==> src/verilog/oioe_defs.vh <==
`ifndef OIOE_DEFS_VH
`define OIOE_DEFS_VH

// register offsets, serial interface address space
`define OIOE_REG_DIR        8'h00
`define OIOE_REG_INV        8'h01
`define OIOE_REG_IRQEN      8'h02
`define OIOE_REG_COMPARE_DEFAULT_REG     8'h03
`define OIOE_REG_CMPSEL     8'h04
`define OIOE_REG_CFG        8'h05
`define OIOE_REG_PULLUP     8'h06
`define OIOE_REG_FLAG       8'h07
`define OIOE_REG_CAPTURE    8'h08
`define OIOE_REG_PORT       8'h09
`define OIOE_REG_LATCH      8'h0a
`define OIOE_REG_LAST       8'h0a

// reset values
`define OIOE_RST_DIR        8'hff
`define OIOE_RST_ZERO       8'h00

// configuration register field positions
`define OIOE_CFG_SEQ_OFF    5
`define OIOE_CFG_SLEW_OFF   4
`define OIOE_CFG_ADDR_EN    3
`define OIOE_CFG_OPEN_DRAIN 2
`define OIOE_CFG_IRQ_POL    1
`define OIOE_CFG_MASK       8'h3e

// control byte fixed part
`define OIOE_CTRL_FIXED5    5'h08
`define OIOE_CTRL_FIXED4    4'h4

// serial clock limit
`define OIOE_SCK_MAX_MHZ    10
`define OIOE_CLK_MHZ        100

`endif

==> src/verilog/oioe_spi_slave.v <==
`include "oioe_defs.vh"
`default_nettype none

module oioe_spi_slave (
    input  wire       clk_i,
    input  wire       sys_rst_i,
    input  wire       sck_i,
    input  wire       cs_n_i,
    input  wire       si_i,
    input  wire [7:0] tx_byte_i,
    output wire       frame_start_o,
    output wire       selected_o,
    output reg  [7:0] rx_byte_o,
    output reg        rx_valid_o,
    output reg        tx_load_o,
    output wire       so_o,
    output reg        too_fast_o
);

////////////////////////////////////////////////////////////////////////////////
// half the shortest legal serial clock period, in system clocks
localparam integer HALF_CYC = (`OIOE_CLK_MHZ / `OIOE_SCK_MAX_MHZ) / 2;

reg [1:0] sck_sync;
reg [1:0] cs_sync;
reg [1:0] si_sync;
reg       sck_d;
reg       cs_d;
reg [2:0] bit_cnt;
reg [6:0] rx_shift;
reg [7:0] tx_shift;
reg [7:0] gap_cnt;

wire sck_rise = sck_sync[1] & ~sck_d;
wire sck_fall = ~sck_sync[1] & sck_d;
wire active   = ~cs_sync[1];

assign frame_start_o = ~cs_sync[1] & cs_d;
assign selected_o    = active;
assign so_o          = tx_shift[7];

////////////////////////////////////////////////////////////////////////////////
always @(posedge clk_i) begin
    if (sys_rst_i) begin
        sck_sync <= 2'h0;
        cs_sync  <= 2'h3;
        si_sync  <= 2'h0;
        sck_d    <= 1'b0;
        cs_d     <= 1'b1;
    end else begin
        sck_sync <= {sck_sync[0], sck_i};
        cs_sync  <= {cs_sync[0], cs_n_i};
        si_sync  <= {si_sync[0], si_i};
        sck_d    <= sck_sync[1];
        cs_d     <= cs_sync[1];
    end
end

always @(posedge clk_i) begin
    if (sys_rst_i) begin
        bit_cnt    <= 3'h0;
        rx_shift   <= 7'h00;
        rx_byte_o  <= 8'h00;
        rx_valid_o <= 1'b0;
        tx_load_o  <= 1'b0;
        tx_shift   <= 8'h00;
        gap_cnt    <= 8'h00;
        too_fast_o <= 1'b0;
    end else begin
        rx_valid_o <= 1'b0;
        tx_load_o  <= 1'b0;
        if (gap_cnt != 8'hff)
            gap_cnt <= gap_cnt + 8'h01;
        if (frame_start_o) begin
            bit_cnt   <= 3'h0;
            tx_shift  <= tx_byte_i;
            tx_load_o <= 1'b1;
            gap_cnt   <= 8'h00;
        end else if (active && sck_rise) begin
            gap_cnt  <= 8'h00;
            rx_shift <= {rx_shift[5:0], si_sync[1]};
            bit_cnt  <= bit_cnt + 3'h1;
            if (bit_cnt == 3'h7) begin
                rx_byte_o  <= {rx_shift, si_sync[1]};
                rx_valid_o <= 1'b1;
            end
        end else if (active && sck_fall) begin
            gap_cnt <= 8'h00;
            // next byte goes out on the falling edge after the eighth bit
            if (bit_cnt == 3'h0) begin
                tx_shift  <= tx_byte_i;
                tx_load_o <= 1'b1;
            end else begin
                tx_shift <= {tx_shift[6:0], 1'b0};
            end
        end
        // sticky flag: master clocked faster than the allowed rate
        if (active && (sck_rise || sck_fall) && (gap_cnt < HALF_CYC[7:0] - 8'h1))
            too_fast_o <= 1'b1;
    end
end

endmodule // oioe_spi_slave

`default_nettype wire

==> src/verilog/oioe_core.v <==
// Operation
// - after any reset all eight pins are inputs, drivers off
// - master picks input or output per pin through direction bits
// - sampled inputs and output latch kept in per-bit storage
// - invert bit flips the reported input bit when set
// - every register readable by the master
// - change mode: interrupt when enabled input differs from previous state
// - compare mode: interrupt when enabled input differs from default; exclusive per pin
// - capture whole port value when interrupt occurs
// - interrupt pin active-high, active-low push-pull or open-drain
// - per pin interrupt enable and weak pull-up enable, independent
// - power-on reset loads defaults and resets the state machine
// - three address pins into slave address, eight devices per bus
// - two address pins into address match, four devices per select
// - serial clock at most 10 MHz; master keeps to it
// - eleven byte registers at consecutive addresses via serial interface
// - direction bit set means input, clear means output
// - port write updates latch; port read returns pin levels
// - input pins have output driver disabled, high impedance
`include "oioe_defs.vh"
`default_nettype none

module oioe_core #(
    parameter WIDTH = 8
) (
    input  wire             clk_i,
    input  wire             sys_rst_i,
    input  wire             ext_rst_n_i,
    input  wire             sck_i,
    input  wire             cs_n_i,
    input  wire             si_i,
    output wire             so_o,
    output wire             so_oe_o,
    input  wire             hw_addr_0_i,
    input  wire             hw_addr_1_i,
    input  wire             hw_addr_2_i,
    input  wire             addr3_mode_i,
    input  wire [WIDTH-1:0] port_pin_i,
    output wire [WIDTH-1:0] port_pin_o,
    output wire [WIDTH-1:0] port_pin_oe_o,
    output wire [WIDTH-1:0] pullup_en_o,
    output wire             irq_o,
    output wire             irq_oe_o,
    output wire             sck_too_fast_o
);

////////////////////////////////////////////////////////////////////////////////
localparam ST_CTRL = 2'h0;
localparam ST_ADDR = 2'h1;
localparam ST_DATA = 2'h2;
localparam ST_SKIP = 2'h3;

// registers
reg [WIDTH-1:0] pin_direction_reg;
reg [WIDTH-1:0] input_invert_reg;
reg [WIDTH-1:0] change_irq_enable_reg;
reg [WIDTH-1:0] compare_default_reg;
reg [WIDTH-1:0] irq_compare_select_reg;
reg [7:0]       cfg_reg;
reg [WIDTH-1:0] weak_pullup_reg;
reg [WIDTH-1:0] irq_flag_reg;
reg [WIDTH-1:0] irq_capture_reg;
reg [WIDTH-1:0] output_latch_reg;

// pin sampling and reset
reg [1:0]       ext_rst_sync;
reg [WIDTH-1:0] pin_sync1;
reg [WIDTH-1:0] pin_sync2;
reg [WIDTH-1:0] pin_prev;
reg [2:0]       hw_addr_sync1;
reg [2:0]       hw_addr_sync2;
reg             addr3_sync1;
reg             addr3_sync2;

// serial state
reg [1:0]       state;
reg [1:0]       next_state;
reg             rd_mode;
reg [7:0]       ptr;
reg [7:0]       tx_byte;

wire             core_rst;
wire             frame_start;
wire             selected;
wire [7:0]       rx_byte;
wire             rx_valid;
wire             tx_load;
wire [WIDTH-1:0] port_val;
wire [WIDTH-1:0] cmp_hit;
wire [WIDTH-1:0] chg_hit;
wire [WIDTH-1:0] irq_cause;
wire             irq_event;
wire             irq_active;
wire             ctrl_match;
wire             data_wr;
wire             rd_clear;

////////////////////////////////////////////////////////////////////////////////
// reset: the external pin goes through two flops, then joins system reset
always @(posedge clk_i) begin
    if (sys_rst_i) begin
        ext_rst_sync <= 2'h3;
    end else begin
        ext_rst_sync <= {ext_rst_sync[0], ~ext_rst_n_i};
    end
end

assign core_rst = sys_rst_i | ext_rst_sync[1];

////////////////////////////////////////////////////////////////////////////////
// pin and strap sampling
always @(posedge clk_i) begin
    if (core_rst) begin
        pin_sync1     <= {WIDTH{1'b0}};
        pin_sync2     <= {WIDTH{1'b0}};
        pin_prev      <= {WIDTH{1'b0}};
        hw_addr_sync1 <= 3'h0;
        hw_addr_sync2 <= 3'h0;
        addr3_sync1   <= 1'b0;
        addr3_sync2   <= 1'b0;
    end else begin
        pin_sync1     <= port_pin_i;
        pin_sync2     <= pin_sync1;
        pin_prev      <= pin_sync2;
        hw_addr_sync1 <= {hw_addr_2_i, hw_addr_1_i, hw_addr_0_i};
        hw_addr_sync2 <= hw_addr_sync1;
        addr3_sync1   <= addr3_mode_i;
        addr3_sync2   <= addr3_sync1;
    end
end

assign port_val = pin_sync2 ^ input_invert_reg;

////////////////////////////////////////////////////////////////////////////////
// serial engine
oioe_spi_slave u_spi (
    .clk_i         (clk_i),
    .sys_rst_i     (core_rst),
    .sck_i         (sck_i),
    .cs_n_i        (cs_n_i),
    .si_i          (si_i),
    .tx_byte_i     (tx_byte),
    .frame_start_o (frame_start),
    .selected_o    (selected),
    .rx_byte_o     (rx_byte),
    .rx_valid_o    (rx_valid),
    .tx_load_o     (tx_load),
    .so_o          (so_o),
    .too_fast_o    (sck_too_fast_o)
);

// strap selects a three-pin or two-pin address match
assign ctrl_match = addr3_sync2 ?
    (rx_byte[7:4] == `OIOE_CTRL_FIXED4) && (rx_byte[3:1] == hw_addr_sync2) :
    (rx_byte[7:3] == `OIOE_CTRL_FIXED5) && (rx_byte[2:1] == hw_addr_sync2[1:0]);

assign data_wr  = rx_valid && (state == ST_DATA) && !rd_mode;
// clear only once the byte has really been clocked out; the preload of the
// next byte and a stale state at the next select must not clear
assign rd_clear = rx_valid && (state == ST_DATA) && rd_mode &&
                  ((ptr == `OIOE_REG_CAPTURE) || (ptr == `OIOE_REG_PORT));
assign so_oe_o  = selected && rd_mode && (state == ST_DATA);

always @* begin
    next_state = state;
    if (frame_start) begin
        next_state = ST_CTRL;
    end else if (rx_valid) begin
        case (state)
            ST_CTRL: next_state = ctrl_match ? ST_ADDR : ST_SKIP;
            ST_ADDR: next_state = ST_DATA;
            default: next_state = state;
        endcase
    end
end

function [7:0] next_ptr;
    input [7:0] cur;
    input       seq_off;
    begin
        if (seq_off)
            next_ptr = cur;
        else if (cur >= `OIOE_REG_LAST)
            next_ptr = 8'h00;
        else
            next_ptr = cur + 8'h01;
    end
endfunction

always @(posedge clk_i) begin
    if (core_rst) begin
        state   <= ST_CTRL;
        rd_mode <= 1'b0;
        ptr     <= 8'h00;
    end else begin
        state <= next_state;
        if (rx_valid && state == ST_CTRL)
            rd_mode <= rx_byte[0];
        if (rx_valid && state == ST_ADDR)
            ptr <= rx_byte;
        else if (rx_valid && state == ST_DATA)
            ptr <= next_ptr(ptr, cfg_reg[`OIOE_CFG_SEQ_OFF]);
    end
end

////////////////////////////////////////////////////////////////////////////////
// read mux, every register visible
always @* begin
    if (ptr == `OIOE_REG_DIR)
        tx_byte = pin_direction_reg;
    else if (ptr == `OIOE_REG_INV)
        tx_byte = input_invert_reg;
    else if (ptr == `OIOE_REG_IRQEN)
        tx_byte = change_irq_enable_reg;
    else if (ptr == `OIOE_REG_COMPARE_DEFAULT_REG)
        tx_byte = compare_default_reg;
    else if (ptr == `OIOE_REG_CMPSEL)
        tx_byte = irq_compare_select_reg;
    else if (ptr == `OIOE_REG_CFG)
        tx_byte = cfg_reg;
    else if (ptr == `OIOE_REG_PULLUP)
        tx_byte = weak_pullup_reg;
    else if (ptr == `OIOE_REG_FLAG)
        tx_byte = irq_flag_reg;
    else if (ptr == `OIOE_REG_CAPTURE)
        tx_byte = irq_capture_reg;
    else if (ptr == `OIOE_REG_PORT)
        tx_byte = port_val;
    else if (ptr == `OIOE_REG_LATCH)
        tx_byte = output_latch_reg;
    else
        tx_byte = 8'h00;
end

////////////////////////////////////////////////////////////////////////////////
// register writes; flag and capture registers are read-only
always @(posedge clk_i) begin
    if (core_rst) begin
        pin_direction_reg      <= `OIOE_RST_DIR;
        input_invert_reg       <= `OIOE_RST_ZERO;
        change_irq_enable_reg  <= `OIOE_RST_ZERO;
        compare_default_reg    <= `OIOE_RST_ZERO;
        irq_compare_select_reg <= `OIOE_RST_ZERO;
        cfg_reg                <= `OIOE_RST_ZERO;
        weak_pullup_reg        <= `OIOE_RST_ZERO;
        output_latch_reg       <= `OIOE_RST_ZERO;
    end else if (data_wr) begin
        if (ptr == `OIOE_REG_DIR)
            pin_direction_reg <= rx_byte;
        else if (ptr == `OIOE_REG_INV)
            input_invert_reg <= rx_byte;
        else if (ptr == `OIOE_REG_IRQEN)
            change_irq_enable_reg <= rx_byte;
        else if (ptr == `OIOE_REG_COMPARE_DEFAULT_REG)
            compare_default_reg <= rx_byte;
        else if (ptr == `OIOE_REG_CMPSEL)
            irq_compare_select_reg <= rx_byte;
        else if (ptr == `OIOE_REG_CFG)
            cfg_reg <= rx_byte & `OIOE_CFG_MASK;
        else if (ptr == `OIOE_REG_PULLUP)
            weak_pullup_reg <= rx_byte;
        else if (ptr == `OIOE_REG_PORT || ptr == `OIOE_REG_LATCH)
            output_latch_reg <= rx_byte;
    end
end

////////////////////////////////////////////////////////////////////////////////
// pin drivers: set direction bit means input, driver off
assign port_pin_o    = output_latch_reg;
assign port_pin_oe_o = ~pin_direction_reg;
assign pullup_en_o   = weak_pullup_reg;

////////////////////////////////////////////////////////////////////////////////
// interrupt sources; the select bit picks one mode per pin
assign chg_hit   = (pin_sync2 ^ pin_prev) & ~irq_compare_select_reg;
assign cmp_hit   = (port_val ^ compare_default_reg) & irq_compare_select_reg;
assign irq_cause = (chg_hit | cmp_hit) & change_irq_enable_reg & pin_direction_reg;
assign irq_event = (|irq_cause) && (irq_flag_reg == {WIDTH{1'b0}} || rd_clear);

// a new cause in the clearing cycle wins over the clear
always @(posedge clk_i) begin
    if (core_rst) begin
        irq_flag_reg    <= `OIOE_RST_ZERO;
        irq_capture_reg <= `OIOE_RST_ZERO;
    end else if (irq_event) begin
        irq_flag_reg    <= irq_cause;
        irq_capture_reg <= port_val;
    end else if (rd_clear) begin
        irq_flag_reg <= `OIOE_RST_ZERO;
    end
end

assign irq_active = |irq_flag_reg;

// open drain only pulls low; push-pull follows the polarity bit
assign irq_o    = cfg_reg[`OIOE_CFG_OPEN_DRAIN] ? 1'b0 :
                  (irq_active ~^ cfg_reg[`OIOE_CFG_IRQ_POL]);
assign irq_oe_o = cfg_reg[`OIOE_CFG_OPEN_DRAIN] ? irq_active : 1'b1;

endmodule // oioe_core

`default_nettype wire

==> config.mk <==
export PLATFORM = sky130hd
export DESIGN_NAME = oioe_core
export DESIGN_NICKNAME = d
export VERILOG_FILES = /design/src/verilog/oioe_spi_slave.v /design/src/verilog/oioe_core.v
export VERILOG_INCLUDE_DIRS = /design/src /design/src/verilog
export SDC_FILE = /design/constraint.sdc
export NUM_CORES = 1
export LEC_CHECK = 0
export BUFFER_PORTS_ARGS = -buffer_cell sky130_fd_sc_hd__buf_2
export CAP_MARGIN = 30
export CORE_MARGIN = 4
export CORE_UTILIZATION = 50
export DETAILED_ROUTE_END_ITERATION = 12
export PLACE_DENSITY = 0.7
export SLEW_MARGIN = 20
export SYNTH_ARGS = -nofsm -noshare
export SYNTH_HDL_FRONTEND = slang
export SYNTH_SLANG_ARGS = --single-unit
==> constraint.sdc <==
create_clock -name clk_i -period 1.91 [get_ports clk_i]
set_input_delay 0.0955 -clock clk_i [delete_from_list [all_inputs] [get_ports clk_i]]
set_output_delay 0.0955 -clock clk_i [all_outputs]
set_load 0.02 [all_outputs]
### Word-level counts from Yosys, hierarchy flattened

Cells that the tools add are included.

* register bits: 166
* input port bits: 18
* output and inout bits: 29
* logic and storage cells: 159

* add/subtract/negate cells: 3
* $lt $le $gt $ge: 2
* equal/unequal tests: 20
* muxes and demuxes: 27
* bitwise logic cells: 28
* reductions and logical operators: 46

Operators with widths (number)
* $mux W8: 21
* $and A8 B8 Y8: 4
* $eq A8 B3 Y1 const B: 4
* $eq A8 B4 Y1 const B: 3
* $xor A8 B8 Y8: 3
* $add A8 B1 Y8 const B: 2
* $eq A8 B2 Y1 const B: 2
* $logic_not A8 Y1: 2
* $not A8 Y8: 2
* $reduce_or A8 Y1: 2
* $logic_and A1 B1 Y1: 15
* $not A1 Y1: 13
* $reduce_and A2 Y1: 5
* $reduce_and A9 Y1: 1
* $eq A8 B1 Y1 const B: 1
* $ge A8 B4 Y1 const B: 1
* $lt A8 B3 Y1 const B: 1
* $ne A8 B8 Y1 const B: 1
* $or A8 B8 Y8: 1
* $reduce_and A8 Y1: 1
* $reduce_bool A2 Y1: 4
* $reduce_and A7 Y1: 1
* $reduce_and A3 Y1: 2
* $reduce_and A6 Y1: 1
* other kinds (25): 33

### Logic depth before layout (Yosys ltp)

* word-level depth: 16
* gate-level depth with buffers: 10
* mapped depth without buffers: 8

### Cells and area by module

Synthesis repeated with hierarchy kept, for this count alone.

* cell total of the unflattened synthesis: 884
* area, all modules: 7553.5 µm²

By module, submodules not included
* oioe_core: instances 1, cells an instance 700, area each 5801.8 µm², seq. area each 2442.3 µm²
* oioe_spi_slave: instances 1, cells an instance 184, area each 1751.7 µm², seq. area each 900.9 µm²

### Worst setup path after synthesis

No wires, ideal clock.

* path kind: reg-to-reg
* start point: register ptr[0]
* end point: register irq_compare_select_reg[5]
* setup time: 0.128 ns
* arrival: 1.957 ns
* required time: 1.782 ns
* path slack: -0.175 ns
* cell stages (with the launch flop): 9
* path buffers: 3
* clock period less this slack: 2.085 ns
* cell sequence: dfxtp_1 -> inv_1 -> ha_1 -> clkbuf_1 -> clkbuf_1 -> buf_1 -> nand3_2 -> mux2i_1 -> nor2_1

* word-level cells in the longest chain between the ends: 3
* elaborated cells between the ends (all ways): 10
* those cells by class: 4 x eq/ne; 4 x bitwise; 2 x reduce/logical

Ends and longest elaborated chain
* start, declared: RTL line oioe_core.v:79 `reg [7:0] ptr;`
* start signal, assigned: RTL line oioe_core.v:200 `ptr <= rx_byte;`
* start signal, assigned: RTL line oioe_core.v:202 `` ptr <= next_ptr(ptr, cfg_reg[`OIOE_CFG_SEQ_OFF]); ``
* $eq A8 B2 Y1 (no line) (tied with other cells)
* $not A1 Y1 (no line)
* $reduce_and A6 Y1 (no line) *
* end signal, assigned: RTL line oioe_core.v:243 `` irq_compare_select_reg <= `OIOE_RST_ZERO; ``
* end signal, assigned: RTL line oioe_core.v:257 `irq_compare_select_reg <= rx_byte;`
* end, declared: RTL line oioe_core.v:58 `reg [WIDTH-1:0] irq_compare_select_reg;`

Mark *: on every way between the ends. The rest lies on a longest branch, timed or not.
A chain may end at the register's enable or synchronous reset.

### Final worst setup path

* start point: register ptr[4]
* end point: register input_invert_reg[1]

* word-level cells in the longest chain between the ends: 3
* elaborated cells between the ends (all ways): 4
* those cells by class: 1 x eq/ne; 1 x bitwise; 2 x reduce/logical

Ends and longest elaborated chain
* $logic_not A8 Y1 (no line)
* $not A1 Y1 (no line)
* $reduce_and A3 Y1 (no line) *
* end signal, assigned: RTL line oioe_core.v:240 `` input_invert_reg <= `OIOE_RST_ZERO; ``
* end signal, assigned: RTL line oioe_core.v:251 `input_invert_reg <= rx_byte;`
* end, declared: RTL line oioe_core.v:55 `reg [WIDTH-1:0] input_invert_reg;`

Marked as above.

==> results by group <==
Flow run
  – Maxcap violations: 0

Placement
  – DP Cell Count: 1162
  – IO buf count: 46
  – Hpwl dp: 16.2 mm
  – GP Congestion: roughly 0.97

Pwr
  – Pint: approximately 5.6 mW
  – Leak: 3.96 nW
  – Pwr Density: 711 nW/um^2
  – Clock share of power: 0.500
  – Comb pwr share: 0.013
  – Net Sw Power: 1.57 mW
  – Total power: between 7 and 8 mW
  – Reg power frac: 0.486
  – Maximum vdd drop: 620 uV
  – Sw frac: 0.220

Floorplanning
  – Core outline area: between 15000 and 20000 sq um
  – Die Span X: ~130 microns
  – Site row count: 45
  – Die height: 132 microns
  – I/O pins: 47
  – Die area: 17400 sq um
  – Initial Util: 0.508

STA
  – Setup-failing EPs final: 21
  – Setup ws final: -0.0630 ns
  – Period minus WS final: between 1.5 and 2 ns
  – Max_slew headroom: 0.571
  – Endpoints failing hold: 0
  – Final-report max-slew violation count: 0
  – Fmax: 0.507 GHz
  – Period utilization: 1.03
  – Worst-Margin Slew: between 0.6 and 0.7 ns
  – Clock Skew: between 0.01 and 0.015 ns
  – Unrepaired setup endpoints after global routing: yes

Final layout
  – P&R area growth vs syn: 30.4%
  – # diodes: 0
  – Post-route insts no fill: roughly 1.2k
  – Share of cells above drive strength 1: 0.251
  – Number of nets in the layout: roughly 1.1k

Yosys
  – Sequential fraction of the synthesis area: 0.432
  – Cell Area, Synth: between 7000 and 8000 sq um
  – Cell taking the most area after synthesis: dfxtp_1
  – EDFF count, synth: 0
  – Top area cells in the synthesized netlist: dfxtp_1, mux2i_1, nand2_1
  – Yosys cell types: 63
  – Ys Warns: 0
  – Flops & latches, synth: 166
  – Ys async rst share: 0
  – Post-Syn Nets: approximately 920
  – Synth Area per Inst: just under 9 sq um
  – Synth Flop Type: dfxtp_1
  – Post-synth top area share: 0.432
  – Post-synthesis cell count: just under 900

Setup path
  – Startpoint types: flop
  – Launching point of the worst reg2reg path: ptr[4]
  – WS Path Type: flop to flop
  – Crit path max-delay cell type: or4_4
  – CP Max Fanout: 5
  – CP cell instances: or4_4 -> buf_8 -> nor3_4 -> buf_4 -> nand3_4 -> buf_6 -> nand2_1 -> a21oi_2
  – Highest cell delay on the worst timing path: 0.54 ns
  – CP arrival: 2.27 ns
  – WP data required: ~2.2 ns
  – Worst Setup SP: ptr[4]
  – Cell depth of the worst flop-to-flop path: 8
  – End of the worst register-to-register path: input_invert_reg[1]
  – Crit path max-delay family: simple AND/OR/NAND/NOR gates
  – CP Buf/Inv Count: 3
  – Setup crit end: input_invert_reg[1]
  – R2r setup slk: -0.06 ns
  – Stages on worst setup path: 8
  – CP endpoint kind: flop

Drt
  – Drt drc: 0
  – Via Count: about 7.0k
  – Routed WL: ~23 mm
  – Via-per-instance ratio: 5.74
  – Average wire per standard cell: 18.7 microns
  – Drt initial violations: roughly 720
  – Routed Antenna Nets: 0
  – Drt pass-1 iters: 7

Global route
  – Total gr overflow: 0
  – First-pass GRT wire length: between 30 and 40 mm
  – GR Util All Layers: 0.260
  – Largest net degree at the start of global routing: 53
  – Antenna violations before repair: 0
  – Number of global-route vias before repair: about 6.5k

CTS
  – Worst-path clk slew: 0.07 ns
  – Clk sink count: ~170
  – Clock root buffer: clkbuf_16
  – CTS buffer count: 17
  – Clock buffer depth: 2
  – CTS tree: yes
  – CTS H-tree depth: 4
  – Clk Latency, worst-skew pair: ~0.43 ns

Min path
  – Worst hold path class: input pin to flop

Run status
  – Failing checks: negative setup slack
  – Status: finished with violations
[worst min-delay path, stage by stage]
cell	delay, ns
dlygate4sd3_1	0.52
buf_2	0.09
and2_1	0.10
[area by class of cell]
| class | instances | area, sq um |
|---|---|---|
| tap | 188 | 235 |
| sequential | 166 | 3340 |
| inverter | 24 | 90.1 |
| timing repair buffer | 180 | 1430 |
| clock buffer | 19 | 453 |
| clock inverter | 13 | 158 |
| multi-input combinational | 637 | 4330 |
| fill | 1238 | 5110 |
[placed cells by master, fill, tap and decap left out, drive strengths merged, types with 13 or more instances in the layout]
master,n
xnor2,13
dfxtp,166
nor2,98
dlygate4sd3,19
and2,38
clkbuf,19
a21oi,58
nand3,32
inv,32
mux2i,47
buf,161
nand2,97
o21ai,39
[cell usage after synthesis, types with 7 or more instances]
| library cell | n |
|---|---|
| mux2i_1 | 47 |
| a22o_1 | 8 |
| a31oi_1 | 9 |
| and3_1 | 7 |
| and2_1 | 38 |
| o22ai_1 | 11 |
| nand2_1 | 97 |
| a21oi_1 | 57 |
| o21ai_0 | 38 |
| nand4_1 | 7 |
| a211oi_1 | 7 |
| clkbuf_1 | 47 |
| nand3_1 | 30 |
| nand3b_1 | 11 |
| inv_1 | 23 |
| o21a_1 | 8 |
| xor2_1 | 10 |
| a22oi_1 | 11 |
| buf_2 | 9 |
| xnor2_1 | 13 |
| dfxtp_1 | 166 |
| nor2_1 | 95 |
| nor2b_1 | 7 |
| o211ai_1 | 11 |
| xnor3_1 | 8 |
| ha_1 | 10 |
| nor3_1 | 10 |
| nand2b_1 | 11 |
[power groups by stage]
stage | sequential (mW) | combinational (mW) | clock, mW
4_1_cts | 3.47 | 0.0935 | 3.60
3_3_place_gp | 3.55 | 0.0642 | 0
6_report | 3.47 | 0.0961 | 3.57
2_1_floorplan | 3.55 | 0.0320 | 0
5_1_grt | 3.47 | 0.107 | 3.75
3_5_place_dp | 3.55 | 0.0652 | 0
[routing by layer]
layer	global-route usage	part of all wire	vias to the layer above
met5	0	0	-
met4	0.0747	0.019	0
met3	0.0515	0.072	30
met2	0.403	0.45	280
met1	0.370	0.46	3346
li1	-	-	3383
[metrics by stage]
stage                     utilization  instance area, sq um  worst slack (ns)  hold WS, ns  TNS (ns)
final                           0.662                 10000           -0.0630        0.398    -0.508
after global routing            0.662                 10000            -0.169        0.413     -3.22
after CTS                       0.641                  9720           -0.0352        0.382    -0.113
after detailed placement        0.578                  8750            -0.188        0.287     -3.11
after global placement          0.578                  8750            -0.162        0.264     -2.71
after floorplan                     -                  7710           0.00340        0.169         0
[worst min-delay path by stage]
stage	cells after the start	end	from
final	3	u_spi.sck_sync[0]	sck_i
after global routing	3	pin_sync1[5]	port_pin_i[5]
after CTS	3	hw_addr_sync1[0]	hw_addr_0_i
after detailed placement	2	ext_rst_sync[0]	ext_rst_n_i
after global placement	2	ext_rst_sync[0]	ext_rst_n_i
after floorplan	1	ext_rst_sync[0]	ext_rst_n_i
[logic make-up (layout without fill, tap and decap cells)]
group / after synthesis / count (layout) / share of synthesized area
AO/OA/AOI/OAI: 199 / 199 / 0.168
adder cells (fa/ha/maj): 10 / 10 / 0.0163
multiplexers: 47 / 47 / 0.0612
buffers and inverters: 86 / 236 / 0.0444
flip-flops: 166 / 166 / 0.432
AND/OR/NAND/NOR: 350 / 350 / 0.229
XOR/XNOR: 31 / 31 / 0.0496
[timing repair]
item                                    in CTS  in global routing
pin swaps                                    9                 23
hold buffers                                19                  0
buffers inserted                             4                 11
gates resized for setup                     39                 60
endpoints found under the setup margin      65                 77
endpoints found under the hold margin       19                  0
No activity file was read; power rests on OpenSTA's default activity.
